===== src/aps_pkg.sv =====
// Package with constants, types and the routing table of the pin selection block
//
// Summary of operation
// - On the 14-pin part bit 7 puts the receive/data function on RC5 when 0 and RA1 when 1; on the 20-pin part 0 selects RB5.
// - On the 14-pin part bit 6 puts the serial data output on RC2 when 0 and RA4 when 1; on the 20-pin part the bit reads 0 and the output stays on RC7.
// - On the 14-pin part bit 5 puts the slave select input on RC3 when 0 and RA3 when 1; on the 20-pin part the bit reads 0 and the pin is fixed.
// - On both parts bit 3 takes the timer gate input from RA4 when 0 and from RA3 when 1.
// - Bit 2 puts transmit/clock on RC4 or RA0 on the 14-pin part, and on RB7 or RC4 on the 20-pin part.
// - Bits 4, 1 and 0 of the selection register ignore writes and read as 0.
// - Every implemented selection bit is read/write and clears to 0 on every reset.
package aps_pkg;

  localparam int          DATA_W    = 32;
  localparam int          NUM_PINS  = 24;
  localparam int          PIN_IDX_W = 5;
  localparam int          NUM_FN    = 5;
  localparam int          SEL_W     = 8;

  // Register byte offsets
  localparam logic [31:0] OFS_PIN_SELECT = 32'h0000_0000;
  localparam logic [31:0] OFS_STATUS     = 32'h0000_0004;

  // Selection register layout
  localparam int          BIT_RX    = 7;
  localparam int          BIT_SDO   = 6;
  localparam int          BIT_SS    = 5;
  localparam int          BIT_GATE  = 3;
  localparam int          BIT_TX    = 2;
  localparam logic [7:0]  SEL_RESET   = 8'h00;
  localparam logic [7:0]  SEL_MASK_14 = 8'hEC;
  localparam logic [7:0]  SEL_MASK_20 = 8'h8C;
  localparam logic [7:0]  UNIMPL_MASK = 8'h13;
  localparam int          STAT_VARIANT_BIT = 8;

  // Pin index: port A 0..7, port B 8..15, port C 16..23
  localparam logic [4:0]  PIN_RA0 = 5'h00;
  localparam logic [4:0]  PIN_RA1 = 5'h01;
  localparam logic [4:0]  PIN_RA3 = 5'h03;
  localparam logic [4:0]  PIN_RA4 = 5'h04;
  localparam logic [4:0]  PIN_RB5 = 5'h0D;
  localparam logic [4:0]  PIN_RB7 = 5'h0F;
  localparam logic [4:0]  PIN_RC2 = 5'h12;
  localparam logic [4:0]  PIN_RC3 = 5'h13;
  localparam logic [4:0]  PIN_RC4 = 5'h14;
  localparam logic [4:0]  PIN_RC5 = 5'h15;
  localparam logic [4:0]  PIN_RC6 = 5'h16;
  localparam logic [4:0]  PIN_RC7 = 5'h17;
  localparam logic [4:0]  PIN_RX_ALT_20   = PIN_RC5;
  localparam logic [4:0]  PIN_SS_FIXED_20 = PIN_RC6;

  // Function slots, lower slot wins a shared pin
  localparam int          FN_RX   = 0;
  localparam int          FN_SDO  = 1;
  localparam int          FN_SS   = 2;
  localparam int          FN_GATE = 3;
  localparam int          FN_TX   = 4;

  // Bus encodings
  localparam logic [1:0]  HTRANS_IDLE = 2'h0;
  localparam logic        HRESP_OKAY  = 1'h0;

  typedef logic [NUM_PINS-1:0]  aps_pins_t;
  typedef logic [PIN_IDX_W-1:0] aps_pin_idx_t;
  typedef logic [SEL_W-1:0]     aps_sel_t;

  typedef struct packed {
    logic              hsel;
    logic [31:0]       haddr;
    logic [1:0]        htrans;
    logic              hwrite;
    logic [2:0]        hsize;
    logic              hready;
    logic [DATA_W-1:0] hwdata;
  } aps_ahb_req_s;

  typedef struct packed {
    logic serial_receive_data_fn_o;
    logic serial_receive_data_fn_oe;
    logic serial_transmit_clock_fn_o;
    logic serial_transmit_clock_fn_oe;
    logic sdo_o;
    logic sdo_oe;
  } aps_fn_out_s;

  typedef struct packed {
    logic serial_transmit_clock_fn;
    logic gate;
    logic ss_n;
    logic serial_receive_data_fn;
  } aps_fn_in_s;

  function automatic aps_pin_idx_t aps_pin_of(input int fn, input logic pkg20,
                                              input logic sel);
    aps_pin_idx_t idx;
    idx = PIN_RA0;
    case (fn)
      FN_RX:   idx = pkg20 ? (sel ? PIN_RX_ALT_20 : PIN_RB5) : (sel ? PIN_RA1 : PIN_RC5);
      FN_SDO:  idx = pkg20 ? PIN_RC7 : (sel ? PIN_RA4 : PIN_RC2);
      FN_SS:   idx = pkg20 ? PIN_SS_FIXED_20 : (sel ? PIN_RA3 : PIN_RC3);
      FN_GATE: idx = sel ? PIN_RA3 : PIN_RA4;
      FN_TX:   idx = pkg20 ? (sel ? PIN_RC4 : PIN_RB7) : (sel ? PIN_RA0 : PIN_RC4);
      default: idx = PIN_RA0;
    endcase
    return idx;
  endfunction

endpackage


===== src/aps_pin_router.sv =====
// Combinational crossbar between peripheral functions and package pins
`timescale 1ns/1ps
module aps_pin_router #(
  parameter int NUM_FN   = aps_pkg::NUM_FN,
  parameter int NUM_PINS = aps_pkg::NUM_PINS,
  parameter int IDX_W    = aps_pkg::PIN_IDX_W
) (
  // Function side
  input  wire logic [NUM_FN-1:0][IDX_W-1:0] fn_pin,
  input  wire logic [NUM_FN-1:0]            fn_drv_o,
  input  wire logic [NUM_FN-1:0]            fn_drv_oe,
  output logic      [NUM_FN-1:0]            fn_in,
  // Port latch side
  input  wire logic [NUM_PINS-1:0]          gpio_o,
  input  wire logic [NUM_PINS-1:0]          gpio_oe,
  // Pin side
  input  wire logic [NUM_PINS-1:0]          pins_in,
  output logic      [NUM_PINS-1:0]          pins_o,
  output logic      [NUM_PINS-1:0]          pins_oe
);

  genvar p;
  genvar f;

  // A pin not claimed by a driving function falls back to the port latch
  generate
    for (p = 0; p < NUM_PINS; p++)
    begin : g_pin
      logic o_b;
      logic oe_b;
      always_comb
      begin
        o_b  = gpio_o[p];
        oe_b = gpio_oe[p];
        for (int k = NUM_FN - 1; k >= 0; k--)
        begin
          if (fn_drv_oe[k] && (fn_pin[k] == IDX_W'(p)))
          begin
            o_b  = fn_drv_o[k];
            oe_b = 1'b1;
          end
        end
      end
      assign pins_o[p]  = o_b;
      assign pins_oe[p] = oe_b;
    end
  endgenerate

  generate
    for (f = 0; f < NUM_FN; f++)
    begin : g_fn
      assign fn_in[f] = pins_in[fn_pin[f]];
    end
  endgenerate

endmodule // aps_pin_router


===== src/aps_ahb_slave.sv =====
// Zero-wait AHB-Lite slave front end for the register file
`timescale 1ns/1ps
module aps_ahb_slave (
  // Clock and reset
  input  wire logic                 clk,
  input  wire logic                 rst_n,
  // Bus
  input  wire aps_pkg::aps_ahb_req_s req,
  output logic [aps_pkg::DATA_W-1:0] hrdata,
  output logic                       hreadyout,
  output logic                       hresp,
  // Register file side
  output logic [31:0]                rd_addr,
  input  wire logic [aps_pkg::DATA_W-1:0] rd_data,
  output logic                       wr_en,
  output logic [31:0]                wr_addr
);
  import aps_pkg::*;

  logic              wr_pend_q, wr_pend_d;
  logic [31:0]       wr_addr_q, wr_addr_d;
  logic [DATA_W-1:0] hrdata_q, hrdata_d;
  logic              hready_q;
  logic              addr_ok;

  // Read data is sampled in the address phase, so data phase needs no wait
  assign addr_ok = req.hsel && req.hready && (req.htrans != HTRANS_IDLE) && req.htrans[1];
  assign rd_addr = req.haddr;

  always_comb
  begin
    wr_pend_d = addr_ok && req.hwrite;
    wr_addr_d = addr_ok ? req.haddr : wr_addr_q;
    hrdata_d  = (addr_ok && !req.hwrite) ? rd_data : hrdata_q;
  end

  always_ff @(posedge clk)
  begin
    if (!rst_n)
    begin
      wr_pend_q <= 1'b0;
      wr_addr_q <= 32'h0000_0000;
      hrdata_q  <= 32'h0000_0000;
      hready_q  <= 1'b0;
    end
    else
    begin
      wr_pend_q <= wr_pend_d;
      wr_addr_q <= wr_addr_d;
      hrdata_q  <= hrdata_d;
      hready_q  <= 1'b1;
    end
  end

  assign wr_en     = wr_pend_q;
  assign wr_addr   = wr_addr_q;
  assign hrdata    = hrdata_q;
  assign hreadyout = hready_q;
  assign hresp     = HRESP_OKAY;

endmodule // aps_ahb_slave


===== src/aps_pin_select.sv =====
// Top of the alternate pin selection block: register, routing and pin registers
//
// Decided for this implementation: the AHB-Lite slave port and the register addresses.
`timescale 1ns/1ps
module aps_pin_select #(
  parameter bit PKG20 = 1'b0
) (
  // Clock and reset
  input  wire logic                  clk,
  input  wire logic                  rst_n,
  // AHB-Lite slave
  input  wire aps_pkg::aps_ahb_req_s ahb_req,
  output logic [31:0]                hrdata,
  output logic                       hreadyout,
  output logic                       hresp,
  // Peripheral functions
  input  wire aps_pkg::aps_fn_out_s  fn_out_i,
  output aps_pkg::aps_fn_in_s        fn_in_o,
  // Port latches
  input  wire aps_pkg::aps_pins_t    gpio_o_i,
  input  wire aps_pkg::aps_pins_t    gpio_oe_i,
  // Package pins
  input  wire aps_pkg::aps_pins_t    pins_i,
  output aps_pkg::aps_pins_t         pins_o,
  output aps_pkg::aps_pins_t         pins_oe
);
  import aps_pkg::*;

  localparam aps_sel_t WR_MASK = PKG20 ? SEL_MASK_20 : SEL_MASK_14;

  ////////////////////////////////////////////////////////////////////////////////
  // Bus front end

  logic [31:0] rd_addr;
  logic [31:0] rd_data;
  logic        wr_en;
  logic [31:0] wr_addr;

  aps_ahb_slave u_bus (
    .clk       (clk),
    .rst_n     (rst_n),
    .req       (ahb_req),
    .hrdata    (hrdata),
    .hreadyout (hreadyout),
    .hresp     (hresp),
    .rd_addr   (rd_addr),
    .rd_data   (rd_data),
    .wr_en     (wr_en),
    .wr_addr   (wr_addr)
  );

  ////////////////////////////////////////////////////////////////////////////////
  // Selection register

  aps_sel_t sel_q, sel_d;
  logic     sel_wr;

  assign sel_wr = wr_en && (wr_addr == OFS_PIN_SELECT);

  always_comb
  begin
    sel_d = sel_q;
    if (sel_wr)
      sel_d = ahb_req.hwdata[SEL_W-1:0] & WR_MASK;
  end

  always_ff @(posedge clk)
  begin
    if (!rst_n)
      sel_q <= SEL_RESET;
    else
      sel_q <= sel_d;
  end

  // Forwarding sel_d lets a read right behind a write see the new value
  aps_fn_in_s fn_in_q, fn_in_d;

  always_comb
  begin
    rd_data = 32'h0000_0000;
    if (rd_addr == OFS_PIN_SELECT)
      rd_data[SEL_W-1:0] = sel_d;
    else if (rd_addr == OFS_STATUS)
    begin
      rd_data[3:0]              = fn_in_q;
      rd_data[STAT_VARIANT_BIT] = PKG20;
    end
  end

  ////////////////////////////////////////////////////////////////////////////////
  // Pin input synchroniser

  aps_pins_t pins_meta_q;
  aps_pins_t pins_sync_q;

  always_ff @(posedge clk)
  begin
    if (!rst_n)
    begin
      pins_meta_q <= '0;
      pins_sync_q <= '0;
    end
    else
    begin
      pins_meta_q <= pins_i;
      pins_sync_q <= pins_meta_q;
    end
  end

  ////////////////////////////////////////////////////////////////////////////////
  // Routing

  // The next selection steers the router so pins change on the same edge as the register
  logic [NUM_FN-1:0][PIN_IDX_W-1:0] fn_pin;
  logic [NUM_FN-1:0]                fn_drv_o;
  logic [NUM_FN-1:0]                fn_drv_oe;
  logic [NUM_FN-1:0]                fn_in_raw;
  aps_pins_t                        pins_o_d;
  aps_pins_t                        pins_oe_d;

  always_comb
  begin
    fn_pin[FN_RX]   = aps_pin_of(FN_RX,   PKG20, sel_d[BIT_RX]);
    fn_pin[FN_SDO]  = aps_pin_of(FN_SDO,  PKG20, sel_d[BIT_SDO]);
    fn_pin[FN_SS]   = aps_pin_of(FN_SS,   PKG20, sel_d[BIT_SS]);
    fn_pin[FN_GATE] = aps_pin_of(FN_GATE, PKG20, sel_d[BIT_GATE]);
    fn_pin[FN_TX]   = aps_pin_of(FN_TX,   PKG20, sel_d[BIT_TX]);
    fn_drv_o            = '0;
    fn_drv_oe           = '0;
    fn_drv_o[FN_RX]     = fn_out_i.serial_receive_data_fn_o;
    fn_drv_oe[FN_RX]    = fn_out_i.serial_receive_data_fn_oe;
    fn_drv_o[FN_SDO]    = fn_out_i.sdo_o;
    fn_drv_oe[FN_SDO]   = fn_out_i.sdo_oe;
    fn_drv_o[FN_TX]     = fn_out_i.serial_transmit_clock_fn_o;
    fn_drv_oe[FN_TX]    = fn_out_i.serial_transmit_clock_fn_oe;
  end

  aps_pin_router u_router (
    .fn_pin    (fn_pin),
    .fn_drv_o  (fn_drv_o),
    .fn_drv_oe (fn_drv_oe),
    .fn_in     (fn_in_raw),
    .gpio_o    (gpio_o_i),
    .gpio_oe   (gpio_oe_i),
    .pins_in   (pins_sync_q),
    .pins_o    (pins_o_d),
    .pins_oe   (pins_oe_d)
  );

  ////////////////////////////////////////////////////////////////////////////////
  // Output registers

  aps_pins_t pins_o_q;
  aps_pins_t pins_oe_q;

  always_comb
  begin
    fn_in_d.serial_receive_data_fn = fn_in_raw[FN_RX];
    fn_in_d.ss_n  = fn_in_raw[FN_SS];
    fn_in_d.gate  = fn_in_raw[FN_GATE];
    fn_in_d.serial_transmit_clock_fn = fn_in_raw[FN_TX];
  end

  // Pins come out of reset released so nothing fights the board
  always_ff @(posedge clk)
  begin
    if (!rst_n)
    begin
      pins_o_q  <= '0;
      pins_oe_q <= '0;
      fn_in_q   <= '0;
    end
    else
    begin
      pins_o_q  <= pins_o_d;
      pins_oe_q <= pins_oe_d;
      fn_in_q   <= fn_in_d;
    end
  end

  assign pins_o  = pins_o_q;
  assign pins_oe = pins_oe_q;
  assign fn_in_o = fn_in_q;

  ////////////////////////////////////////////////////////////////////////////////
  // Checks

  aps_pin_idx_t rx_exp, sdo_exp, ss_exp, gate_exp, tx_exp, tx_old;

  // One-cycle-old copies so that the checks can pick a pin with the current selection.
  // Indexing inside $past would pick the pin with the old selection instead.
  aps_pins_t    pins_sync_p;
  aps_pins_t    gpio_o_p;
  aps_pins_t    gpio_oe_p;

  always_ff @(posedge clk)
  begin
    pins_sync_p <= pins_sync_q;
    gpio_o_p    <= gpio_o_i;
    gpio_oe_p   <= gpio_oe_i;
  end

  always_comb
  begin
    rx_exp   = PKG20 ? (sel_q[BIT_RX] ? PIN_RX_ALT_20 : PIN_RB5)
                     : (sel_q[BIT_RX] ? PIN_RA1 : PIN_RC5);
    sdo_exp  = PKG20 ? PIN_RC7 : (sel_q[BIT_SDO] ? PIN_RA4 : PIN_RC2);
    ss_exp   = PKG20 ? PIN_SS_FIXED_20 : (sel_q[BIT_SS] ? PIN_RA3 : PIN_RC3);
    gate_exp = sel_q[BIT_GATE] ? PIN_RA3 : PIN_RA4;
    tx_exp   = PKG20 ? (sel_q[BIT_TX] ? PIN_RC4 : PIN_RB7)
                     : (sel_q[BIT_TX] ? PIN_RA0 : PIN_RC4);
    tx_old   = PKG20 ? (sel_q[BIT_TX] ? PIN_RB7 : PIN_RC4)
                     : (sel_q[BIT_TX] ? PIN_RC4 : PIN_RA0);
  end
endmodule // aps_pin_select


===== config.mk =====
export PLATFORM = sky130hd
export DESIGN_NAME = aps_pin_select
export DESIGN_NICKNAME = d
export VERILOG_FILES = /design/src/aps_pkg.sv /design/src/aps_pin_router.sv /design/src/aps_ahb_slave.sv /design/src/aps_pin_select.sv
export SDC_FILE = /design/constraint.sdc
export NUM_CORES = 1
export LEC_CHECK = 0
export BUFFER_PORTS_ARGS = -buffer_cell sky130_fd_sc_hd__buf_2
export CAP_MARGIN = 5
export CELL_PAD_IN_SITES_DETAIL_PLACEMENT = 1
export CELL_PAD_IN_SITES_GLOBAL_PLACEMENT = 1
export CORE_ASPECT_RATIO = 1.4
export CORE_UTILIZATION = 31
export DETAILED_ROUTE_END_ITERATION = 7
export MAX_ROUTING_LAYER = met4
export PLACE_DENSITY_LB_ADDON = 0.1
export RECOVER_POWER = 25
export SYNTH_ARGS = -nofsm -noshare
export SYNTH_HDL_FRONTEND = slang
export SYNTH_SLANG_ARGS = --single-unit

===== constraint.sdc =====
create_clock -name clk -period 2.65 [get_ports clk]
set_clock_uncertainty 0.1 [all_clocks]
set_input_delay 0.1325 -clock clk [delete_from_list [all_inputs] [get_ports clk]]
set_output_delay 0.1325 -clock clk [all_outputs]
set_load 0.1 [all_outputs]

==> key figures, run 1 <==
Routing
  • Overall routed net length: 12490 um
  • Routed len/inst: 14.58 um
  • Iteration-0 DRC count of the detailed router: 67
  • DRT met1 WL: 4700 um
  • Number of antenna-violating nets in the routed design: 0
  • Router iterations before antenna repair: 4
  • Vias per cell: 4.488
  • Met3 wire length: 737 um
  • Remaining DRCs: 0
  • Total number of vias: 3846
  • Detail Route met2 WL: 6973 um
  • Highest routed layer: met4

Pwr
  • Worst vdd ir: 0.4736 mV
  • Pleak: 2.860 nW
  • Power Density: 794.3 nW/um^2

Worst setup path
  • Top cell by count, worst path: mux2i_1
  • Worst setup SP type: register
  • WP data arrival: 2.60 ns
  • Crit path capture type: register
  • Crit Path Max Fanout: 17
  • Worst-path cell chain: nor4_2, nand4_2, or3_1, mux2i_1, mux2i_1
  • CP max stage cell: or3_1
  • Crit Path Class: reg2reg
  • Crit-path max cell delay: 0.66 ns
  • WP data required: 2.87 ns

STA
  • Post-layout minimum cycle time: 2.383 ns
  • Maximum clock rate: 419.6 MHz
  • Fin. max-slew vios: 0
  • Rel. slew slack: 19.28%
  • RSZ-0062 raised after global routing: no
  • Final Cycle Share: 89.93%
  • Worst setup margin: 0.2668 ns
  • Post-route setup TNS: 0 ns
  • Final setup vio count: 0
  • Slew @ Worst Pin: 1.216 ns
  • Hold slack final: 0.02886 ns
  • Hold Vio Cnt, Final: 0

Yosys
  • Post-synthesis register bit count: 116
  • Register area share after synthesis: 56.53%
  • Mapped Avg Cell Area: 9.487 um^2
  • EDFF count, synth: 0
  • YS warnings: 0
  • Count of cell types in the netlist: 30
  • Synth top cells by count: 116 x dfxtp_1, 85 x nand2_1, 52 x and2_1
  • Top cell type's share of synthesized area: 56.53%
  • Main area contributors after synthesis: dfxtp_1 57%, and2_1 7.9%, nand2_1 7.8%
  • Main flop type after synthesis: dfxtp_1
  • Largest area contributor in the netlist: dfxtp_1
  • Ys async rst share: 0%
  • Synth Cell Area: 4108 um^2
  • Top-count cell post-synth: dfxtp_1
  • Cell count after synthesis: 433

CTS
  • CTS root buf: clkbuf_16
  • CTS tree: done
  • H-Tree Depth: 4
  • CTS Sinks: 116
  • Clk_lat worst skew: 0.40 ns
  • CTS Buf Count: 17
  • Clock transition at the registers of the reported paths: 0.06 ns
  • Clock buffer depth: 2

GRT
  • Global-route wire length before repair: 20150 um
  • GRT overflow: 0
  • Number of global-route vias before repair: 4207
  • Initial antenna violation count: 0
  • Largest net degree at the start of global routing: 72
  • GRT Total Usage: 19.48%

Die
  • Row count: 49
  • Top-level I/O count: 238
  • Die area: 13720 um^2
  • Initial Util: 31.90%
  • Die X: 99.29 um
  • DIE HEIGHT: 138.2 um
  • CORE AREA: 12870 um^2

Status
  • Outcome: finished clean

Placement
  • Port Buffers: 164
  • DPL Wire Length: 8174 um
  • Placed Cells: 731
  • RePlAce Congestion: 0.7422
  • Placed instance area: 4959 um^2
  • Setup Slack @ Placement: 0.3217 ns

Finish
  • Antenna Cells: 0
  • Non-filler cells in the finished layout: 857
  • Fraction of layout cells with a size suffix above 1: 24.15%
  • Design Area, Final: 6475 um^2
  • Layout area overhead: 57.63%
  • Fillers: 1528
  • Nets: 843

Job
  • Max-cap violations: 0

Hold path
  • Hold Crit Class: in2reg
cell families (layout without fill, tap and decap cells):
| logic type | count (synthesis) | in the layout | share of synthesized area [%] |
|---|---|---|---|
| mux | 12 | 12 | 2.924 |
| simple gates | 185 | 185 | 23.79 |
| other cells | 1 | 25 | 0.09129 |
| buf+inv | 57 | 304 | 7.950 |
| compound gates | 62 | 62 | 8.711 |
| flops | 116 | 116 | 56.53 |
worst paths after layout:
check,startpoint,end,slack (ns),cells past startpoint
hold / removal,fn_out_i[2],pins_o[0],0.03,3
setup / recovery,u_bus.wr_addr[27],fn_in_o[2],0.27,5
hold reg to reg,pins_meta_q[4],pins_sync_q[4],0.33,1
setup reg to reg,u_bus.wr_addr[27],fn_in_o[2],0.27,5
report_power, final:
group | internal [W] | switching [W]
Combinational | 0.000224 | 0.000639
Sequential | 0.00182 | 0.0000242
Clock | 0.00159 | 0.000853
layer usage:
layer  GRT usage [%]  vias to the layer above
li1                -                     1904
met1           18.69                     1825
met2           35.82                      113
met3           7.331                        4
met4           5.418                        0
met5               -                        -
layout by cell type (no fill, tap or decap), types with 12 or more instances in the layout:
cell type        n
nand2_1         85
dlygate4sd3_1   94
conb_1          25
a21oi_1         38
clkbuf_16       17
mux2i_1         12
buf_2          121
dfxtp_1        116
and2_1          52
clkbuf_1        44
sequential cells by signal, summed over array words and instances, names as in the netlist:
name,flops
u_bus.hreadyout,1
pins_o,24
pins_meta_q,7
u_bus.wr_addr,32
u_bus.wr_en,1
u_bus.hrdata,8
pins_oe,24
sel_q,8
pins_sync_q,7
fn_in_o,4
cell type report:
| cell class | instances | area, um^2 | area share [%] |
|---|---|---|---|
| sequential | 116 | 2322 | 35.86 |
| timing repair buffer | 264 | 1750 | 27.03 |
| multi-input combinational | 284 | 1549 | 23.92 |
| clock buffer | 18 | 429.2 | 6.628 |
| clock inverter | 14 | 202.7 | 3.130 |
| tap | 153 | 191.4 | 2.957 |
| inverter | 8 | 30.03 | 0.4638 |
critical path, delay by kind of cell, from the launching register on:
kind	cells	cell delay (ns)
simple gates	3	1.22
flops	1	0.32
mux	2	0.67
stage by stage:
step	total power [W]	util, %
after floorplan	0.002497	-
after global placement	0.002629	38.51
after detailed placement	0.002640	38.51
after CTS	0.005205	50.73
after global routing	0.005336	50.29
final	0.005143	50.29
what timing repair did:
item | 4_1_cts | 5_1_grt
gates resized for setup | 0 | 0
endpoints found under the hold margin | 93 | 0
setup buffers | 0 | 0
hold buffers | 94 | 0
Note: power is estimated with default switching activity, not from simulation.
==> inputs of run 2 (changes only) <==
Settings changed: CORE_UTILIZATION 31 to 32, CTS_BUF_LIST from default to sky130_fd_sc_hd__clkbuf_8.
==> key figures, run 2 (same netlist as run 1, synthesis figures left out) <==
CTS
  • CTS Sinks: 116 (unchanged)
  • Clk_lat worst skew: 0.42 ns (was 0.40 ns)
  • Clock buffer depth: 2 (unchanged)
  • CTS Buf Count: 17 (unchanged)
  • CTS root buf: clkbuf_8 (was clkbuf_16)
  • H-Tree Depth: 4 (unchanged)
  • CTS tree: done (unchanged)
  • Clock transition at the registers of the reported paths: 0.08 ns (was 0.06 ns)

Finish
  • Antenna Cells: 0 (unchanged)
  • Layout area overhead: 52.82% (was 57.63%)
  • Max FFs per register: 32 (unchanged)
  • Leading cell type in the layout, fill and taps excluded: buf_2 (unchanged)
  • Area occupied by multi-input gates: 1549 um^2 (unchanged)
  • Sequential cell area: 2322 um^2 (unchanged)
  • Nets: 846 (was 843)
  • Fraction of layout cells with a size suffix above 1: 26.59% (was 24.15%)
  • Fillers: 1479 (was 1528)
  • Most frequent cells in the layout: 138 x buf_2, 116 x dfxtp_1, 97 x dlygate4sd3_1 (was 121 x buf_2, 116 x dfxtp_1, 94 x dlygate4sd3_1)

Worst setup path
  • Buffers plus inverters on the worst setup path: 0 (unchanged)
  • WP data arrival: 2.60 ns (about the same)
  • Worst-path cell chain: nor4_2, nand4_2, or3_1, mux2i_1, mux2i_1 (unchanged)
  • CP max stage cell: or3_1 (unchanged)
  • Worst Setup EP: fn_in_o[2] (unchanged)
  • Crit Path Max Fanout: 17 (unchanged)
  • Crit path capture type: register (unchanged)
  • Top cell by count, worst path: mux2i_1 (unchanged)
  • WP data required: 2.90 ns (was 2.87 ns)
  • Stages on worst setup path: 5 (unchanged)
  • Crit Path Class: reg2reg (unchanged)
  • Worst setup path start: u_bus.wr_addr[6] (was u_bus.wr_addr[27])
  • Family with the most delay on the worst path: simple AND/OR/NAND/NOR gates (unchanged)
  • Reg2reg end: fn_in_o[2] (unchanged)
  • Crit-path max cell delay: 0.65 ns (was 0.66 ns)
  • Flop2flop setup slack: 0.30 ns (was 0.27 ns)
  • R2r startpoint: u_bus.wr_addr[6] (was u_bus.wr_addr[27])
  • R2r worst-path depth: 5 (unchanged)
  • Worst setup SP type: register (unchanged)

Job
  • Max-cap violations: 0 (unchanged)

Pwr
  • Worst vdd ir: 0.3643 mV (was 0.4736 mV)
  • Power Density: 673.7 nW/um^2 (was 794.3 nW/um^2)
  • Pleak: 2.807 nW (was 2.860 nW)

STA
  • Post-layout minimum cycle time: 2.351 ns (was 2.383 ns)
  • Final setup vio count: 0 (unchanged)
  • Fin. max-slew vios: 0 (unchanged)
  • Worst setup margin: 0.2993 ns (was 0.2668 ns)
  • Maximum clock rate: 425.4 MHz (was 419.6 MHz)
  • Slew @ Worst Pin: 1.207 ns (was 1.216 ns)
  • RSZ-0062 raised after global routing: no (unchanged)
  • Rel. slew slack: 19.89% (was 19.28%)
  • Final Cycle Share: 88.71% (was 89.93%)
  • Post-route setup TNS: 0 ns (unchanged)
  • Hold Vio Cnt, Final: 0 (unchanged)

Routing
  • Remaining DRCs: 16 (was 0)
  • Vias per cell: 4.499 (was 4.488)
  • Iteration-0 DRC count of the detailed router: 97 (was 67)
  • Overall routed net length: 12510 um (was 12490 um)
  • Routed len/inst: 14.60 um (was 14.58 um)
  • Total number of vias: 3856 (was 3846)
  • Router iterations before antenna repair: 7 (was 4)
  • Number of antenna-violating nets in the routed design: 0 (unchanged)

Hold path
  • Hold Crit Class: in2reg (unchanged)

GRT
  • GRT Total Usage: 19.89% (was 19.48%)
  • Largest net degree at the start of global routing: 50 (was 72)
  • Initial antenna violation count: 0 (unchanged)
  • GRT overflow: 0 (unchanged)
  • Number of global-route vias before repair: 4206 (was 4207)
  • Global-route wire length before repair: 19840 um (was 20150 um)

Placement
  • Setup Slack @ Placement: 0.2614 ns (was 0.3217 ns)
  • RePlAce Congestion: 0.7488 (was 0.7422)
  • Port Buffers: 164 (unchanged)
  • DPL Wire Length: 7963 um (was 8174 um)

Die
  • CORE AREA: 12430 um^2 (was 12870 um^2)
  • Initial Util: 33.04% (was 31.90%)
  • DIE HEIGHT: 136.1 um (was 138.2 um)
  • Die area: 13300 um^2 (was 13720 um^2)
  • Die X: 97.76 um (was 99.29 um)
  • Top-level I/O count: 238 (unchanged)
  • Row count: 48 (was 49)

Status
  • Failing checks: design-rule violations
  • Outcome: complete, but fails checks (was finished clean)
-- run 2: cell types whose count changed in the layout (fill, tap and decap cells not counted), moves of 2 or more --
cell,before,now
and2_0,0,8
dlygate4sd3_1,94,97
clkinv_4,5,3
inv_8,0,4
bufinv_16,4,0
and2_1,52,44
clkinvlp_4,1,3
clkbuf_8,0,17
clkbuf_1,44,26
buf_2,121,138
clkbuf_16,17,0
inv_6,3,5
-- run 2: worst min path at each step --
stage               slack, ns          start  cells past startpoint         endpoint
detailed placement       0.24  gpio_oe_i[13]                      2      pins_oe[13]
floorplan                0.06          rst_n                      0  u_bus.hreadyout
CTS                      0.02     ahb_req[6]                      4         sel_q[6]
global placement         0.23  gpio_oe_i[13]                      2      pins_oe[13]
finish                   0.06     ahb_req[6]                      4         sel_q[6]
global route             0.06     ahb_req[6]                      4         sel_q[6]
-- run 2: where the power goes --
| group | total [W] | leakage, nW | internal (W) | switching, W |
|---|---|---|---|---|
| logic | 0.000876 | 1.67 | 0.000232 | 0.000644 |
| registers | 0.00184 | 0.954 | 0.00181 | 0.0000248 |
| clock network | 0.00152 | 0.182 | 0.000689 | 0.000827 |
-- run 2: stage by stage --
step | cell area, um^2 | power (W) | hold WS [ns] | std cells | utilization (%)
after floorplan | 4198 | 0.002497 | 0.06022 | 457 | -
after global placement | 4967 | 0.002630 | 0.2342 | 728 | 39.96
after detailed placement | 4967 | 0.002641 | 0.2385 | 728 | 39.96
after CTS | 6310 | 0.004285 | 0.02105 | 857 | 50.75
after global routing | 6277 | 0.004410 | 0.05703 | 857 | 50.49
final | 6277 | 0.004229 | 0.06092 | 857 | 50.49
-- run 2: cell type report --
cell class | instances | area share [%]
Sequential cell | 116 | 36.99
Clock inverter | 15 | 2.193
Clock buffer | 17 | 3.727
Multi-Input combinational cell | 284 | 24.68
Tap cell | 150 | 2.990
Timing Repair Buffer | 267 | 28.94
Inverter | 8 | 0.4784
-- run 2: metal layers --
metal  vias up  GRT usage (%)  part of all wire [%]
met1      1810          19.52                    38
li1       1915              -                     -
met5         -              -                     0
met3        12          5.964                   5.6
met4         0          7.155                   1.2
met2       119          36.96                    55
-- run 2: what timing repair did --
action                     CTS  global route
gates resized for setup      0             0
hold endpoints to repair    95             0
hold buffers                97             0
setup endpoints to repair    0             0
setup buffers                0             0
-- run 2: worst reg2reg max path, delay by kind of cell (launching register included) --
family	cells	cell delay [ns]
flops	1	0.33
simple gates	3	1.24
mux	2	0.61
==> inputs of run 3 (changes only) <==
Clock period 2.65 ns to 2.7 ns, I/O delays scaled along.
==> key figures, run 3 (same netlist as run 1, synthesis figures left out) <==
Status
  • Outcome: complete, but fails checks (unchanged)
  • Failing checks: design-rule violations (unchanged)

STA
  • Final setup vio count: 0 (unchanged)
  • RSZ-0062 raised after global routing: no (unchanged)
  • Post-route setup TNS: 0 ns (unchanged)
  • Fin. max-slew vios: 0 (unchanged)
  • Slew @ Worst Pin: 1.210 ns (was 1.207 ns)
  • Hold slack final: 0.02710 ns (was 0.06092 ns)
  • Post-layout minimum cycle time: 2.389 ns (was 2.351 ns)
  • Maximum clock rate: 418.5 MHz (was 425.4 MHz)
  • Rel. slew slack: 19.65% (was 19.89%)
  • Hold Vio Cnt, Final: 0 (unchanged)
  • Final Cycle Share: 88.49% (was 88.71%)

Die
  • Row count: 48 (unchanged)
  • DIE HEIGHT: 136.1 um (unchanged)
  • Top-level I/O count: 238 (unchanged)
  • Die X: 97.76 um (unchanged)
  • Initial Util: 33.04% (unchanged)
  • CORE AREA: 12430 um^2 (unchanged)
  • Die area: 13300 um^2 (unchanged)

Worst setup path
  • WP data required: 2.94 ns (was 2.90 ns)
  • WP data arrival: 2.63 ns (was 2.60 ns)
  • Worst setup SP type: register (unchanged)
  • Crit Path Class: reg2reg (unchanged)
  • Crit path capture type: register (unchanged)
  • Crit Path Max Fanout: 17 (unchanged)

GRT
  • Met3 GRT Util: 6.632% (was 5.964%)
  • Largest net degree at the start of global routing: 50 (unchanged)
  • Grt met2 use: 35.89% (was 36.96%)
  • Busiest grt layer: met2 (unchanged)
  • Met1 Track Usage GR: 19.26% (was 19.52%)
  • GRT Total Usage: 19.52% (was 19.89%)
  • GRT overflow: 0 (unchanged)
  • Initial antenna violation count: 0 (unchanged)
  • Global-route wire length before repair: 19390 um (was 19840 um)
  • Number of global-route vias before repair: 4085 (was 4206)

CTS
  • CTS tree: done (unchanged)
  • Cts hold-fix bufs: 96 (was 97)
  • Clock transition at the registers of the reported paths: 0.07 ns (was 0.08 ns)
  • Clk_lat worst skew: 0.42 ns (about the same)
  • Resized cells post-CTS: 0 (unchanged)
  • CTS root buf: clkbuf_8 (unchanged)
  • Post-CTS setup buffers: 0 (unchanged)
  • Clock buffer depth: 2 (unchanged)
  • CTS Sinks: 116 (unchanged)
  • CTS Buf Count: 17 (unchanged)
  • H-Tree Depth: 4 (unchanged)

Pwr
  • Worst vdd ir: 0.4275 mV (was 0.3643 mV)
  • Overall power: 0.004061 W (was 0.004229 W)
  • Pleak: 2.792 nW (was 2.807 nW)
  • Power Density: 651.1 nW/um^2 (was 673.7 nW/um^2)

Routing
  • Vias per cell: 4.470 (was 4.499)
  • Number of antenna-violating nets in the routed design: 0 (unchanged)
  • Iteration-0 DRC count of the detailed router: 77 (was 97)
  • Total number of vias: 3826 (was 3856)
  • Remaining DRCs: 16 (unchanged)
  • Routed len/inst: 14.34 um (was 14.60 um)
  • Overall routed net length: 12280 um (was 12510 um)
  • Router iterations before antenna repair: 7 (unchanged)

Placement
  • RePlAce Congestion: 0.7409 (was 0.7488)
  • DPL Wire Length: 8132 um (was 7963 um)
  • Port Buffers: 164 (unchanged)

Finish
  • Layout area overhead: 51.84% (was 52.82%)
  • Antenna Cells: 0 (unchanged)
  • Max FFs per register: 32 (unchanged)
  • Fraction of layout cells with a size suffix above 1: 26.49% (was 26.59%)
  • Nets: 845 (was 846)
  • Leading cell type in the layout, fill and taps excluded: buf_2 (unchanged)
  • Most frequent cells in the layout: 138 x buf_2, 116 x dfxtp_1, 96 x dlygate4sd3_1 (was 138 x buf_2, 116 x dfxtp_1, 97 x dlygate4sd3_1)

Hold path
  • Hold Crit Class: in2reg (unchanged)

Job
  • Max-cap violations: 0 (unchanged)
run 3: final cells by class:
type / count / area [um^2]
flip-flops and latches: 116 / 2322
clock inverters: 14 / 106.4
clock buffers: 18 / 247.7
inverters: 8 / 30.03
fillers: 1486 / 6195
multi-input cells: 284 / 1549
repair buffers: 266 / 1794
well taps: 150 / 187.7
run 3: metrics by stage:
step	utilization [%]	area [um^2]	instances	setup WS, ns
after floorplan	-	4198	457	0.6867
after global placement	39.86	4955	728	0.3771
after detailed placement	39.86	4955	728	0.2890
after CTS	50.43	6270	856	0.2583
after global routing	50.17	6237	856	0.1927
final	50.17	6237	856	0.3107
run 3: path summary, 6_finish.rpt:
check | slack (ns) | to | startpoint | cells after the start
hold / removal | 0.03 | pins_oe[1] | fn_out_i[4] | 3
hold reg to reg | 0.34 | pins_sync_q[0] | pins_meta_q[0] | 1
setup / recovery | 0.31 | fn_in_o[2] | u_bus.wr_addr[6] | 5
setup reg to reg | 0.31 | fn_in_o[2] | u_bus.wr_addr[6] | 5
run 3: routing by layer:
metal,part of all wire [%],vias up,routed length [um]
met1,39,1799,4796
li1,-,1907,-
met2,54,111,6635
met3,5.9,9,723
met4,1.0,0,124
met5,0,-,0
run 3: power by group:
part | internal, W | leakage, nW | switching [W]
Clock | 0.000667 | 0.178 | 0.000738
Sequential | 0.00178 | 0.954 | 0.0000234
Combinational | 0.000224 | 1.66 | 0.000629
Total | 0.00267 | 2.79 | 0.00139
run 3: critical path, stage by stage, from the launching register on:
cell	delay, ns
dfxtp_1	0.33
nor4_2	0.42
nand4_2	0.20
or3_1	0.65
mux2i_1	0.38
mux2i_1	0.23
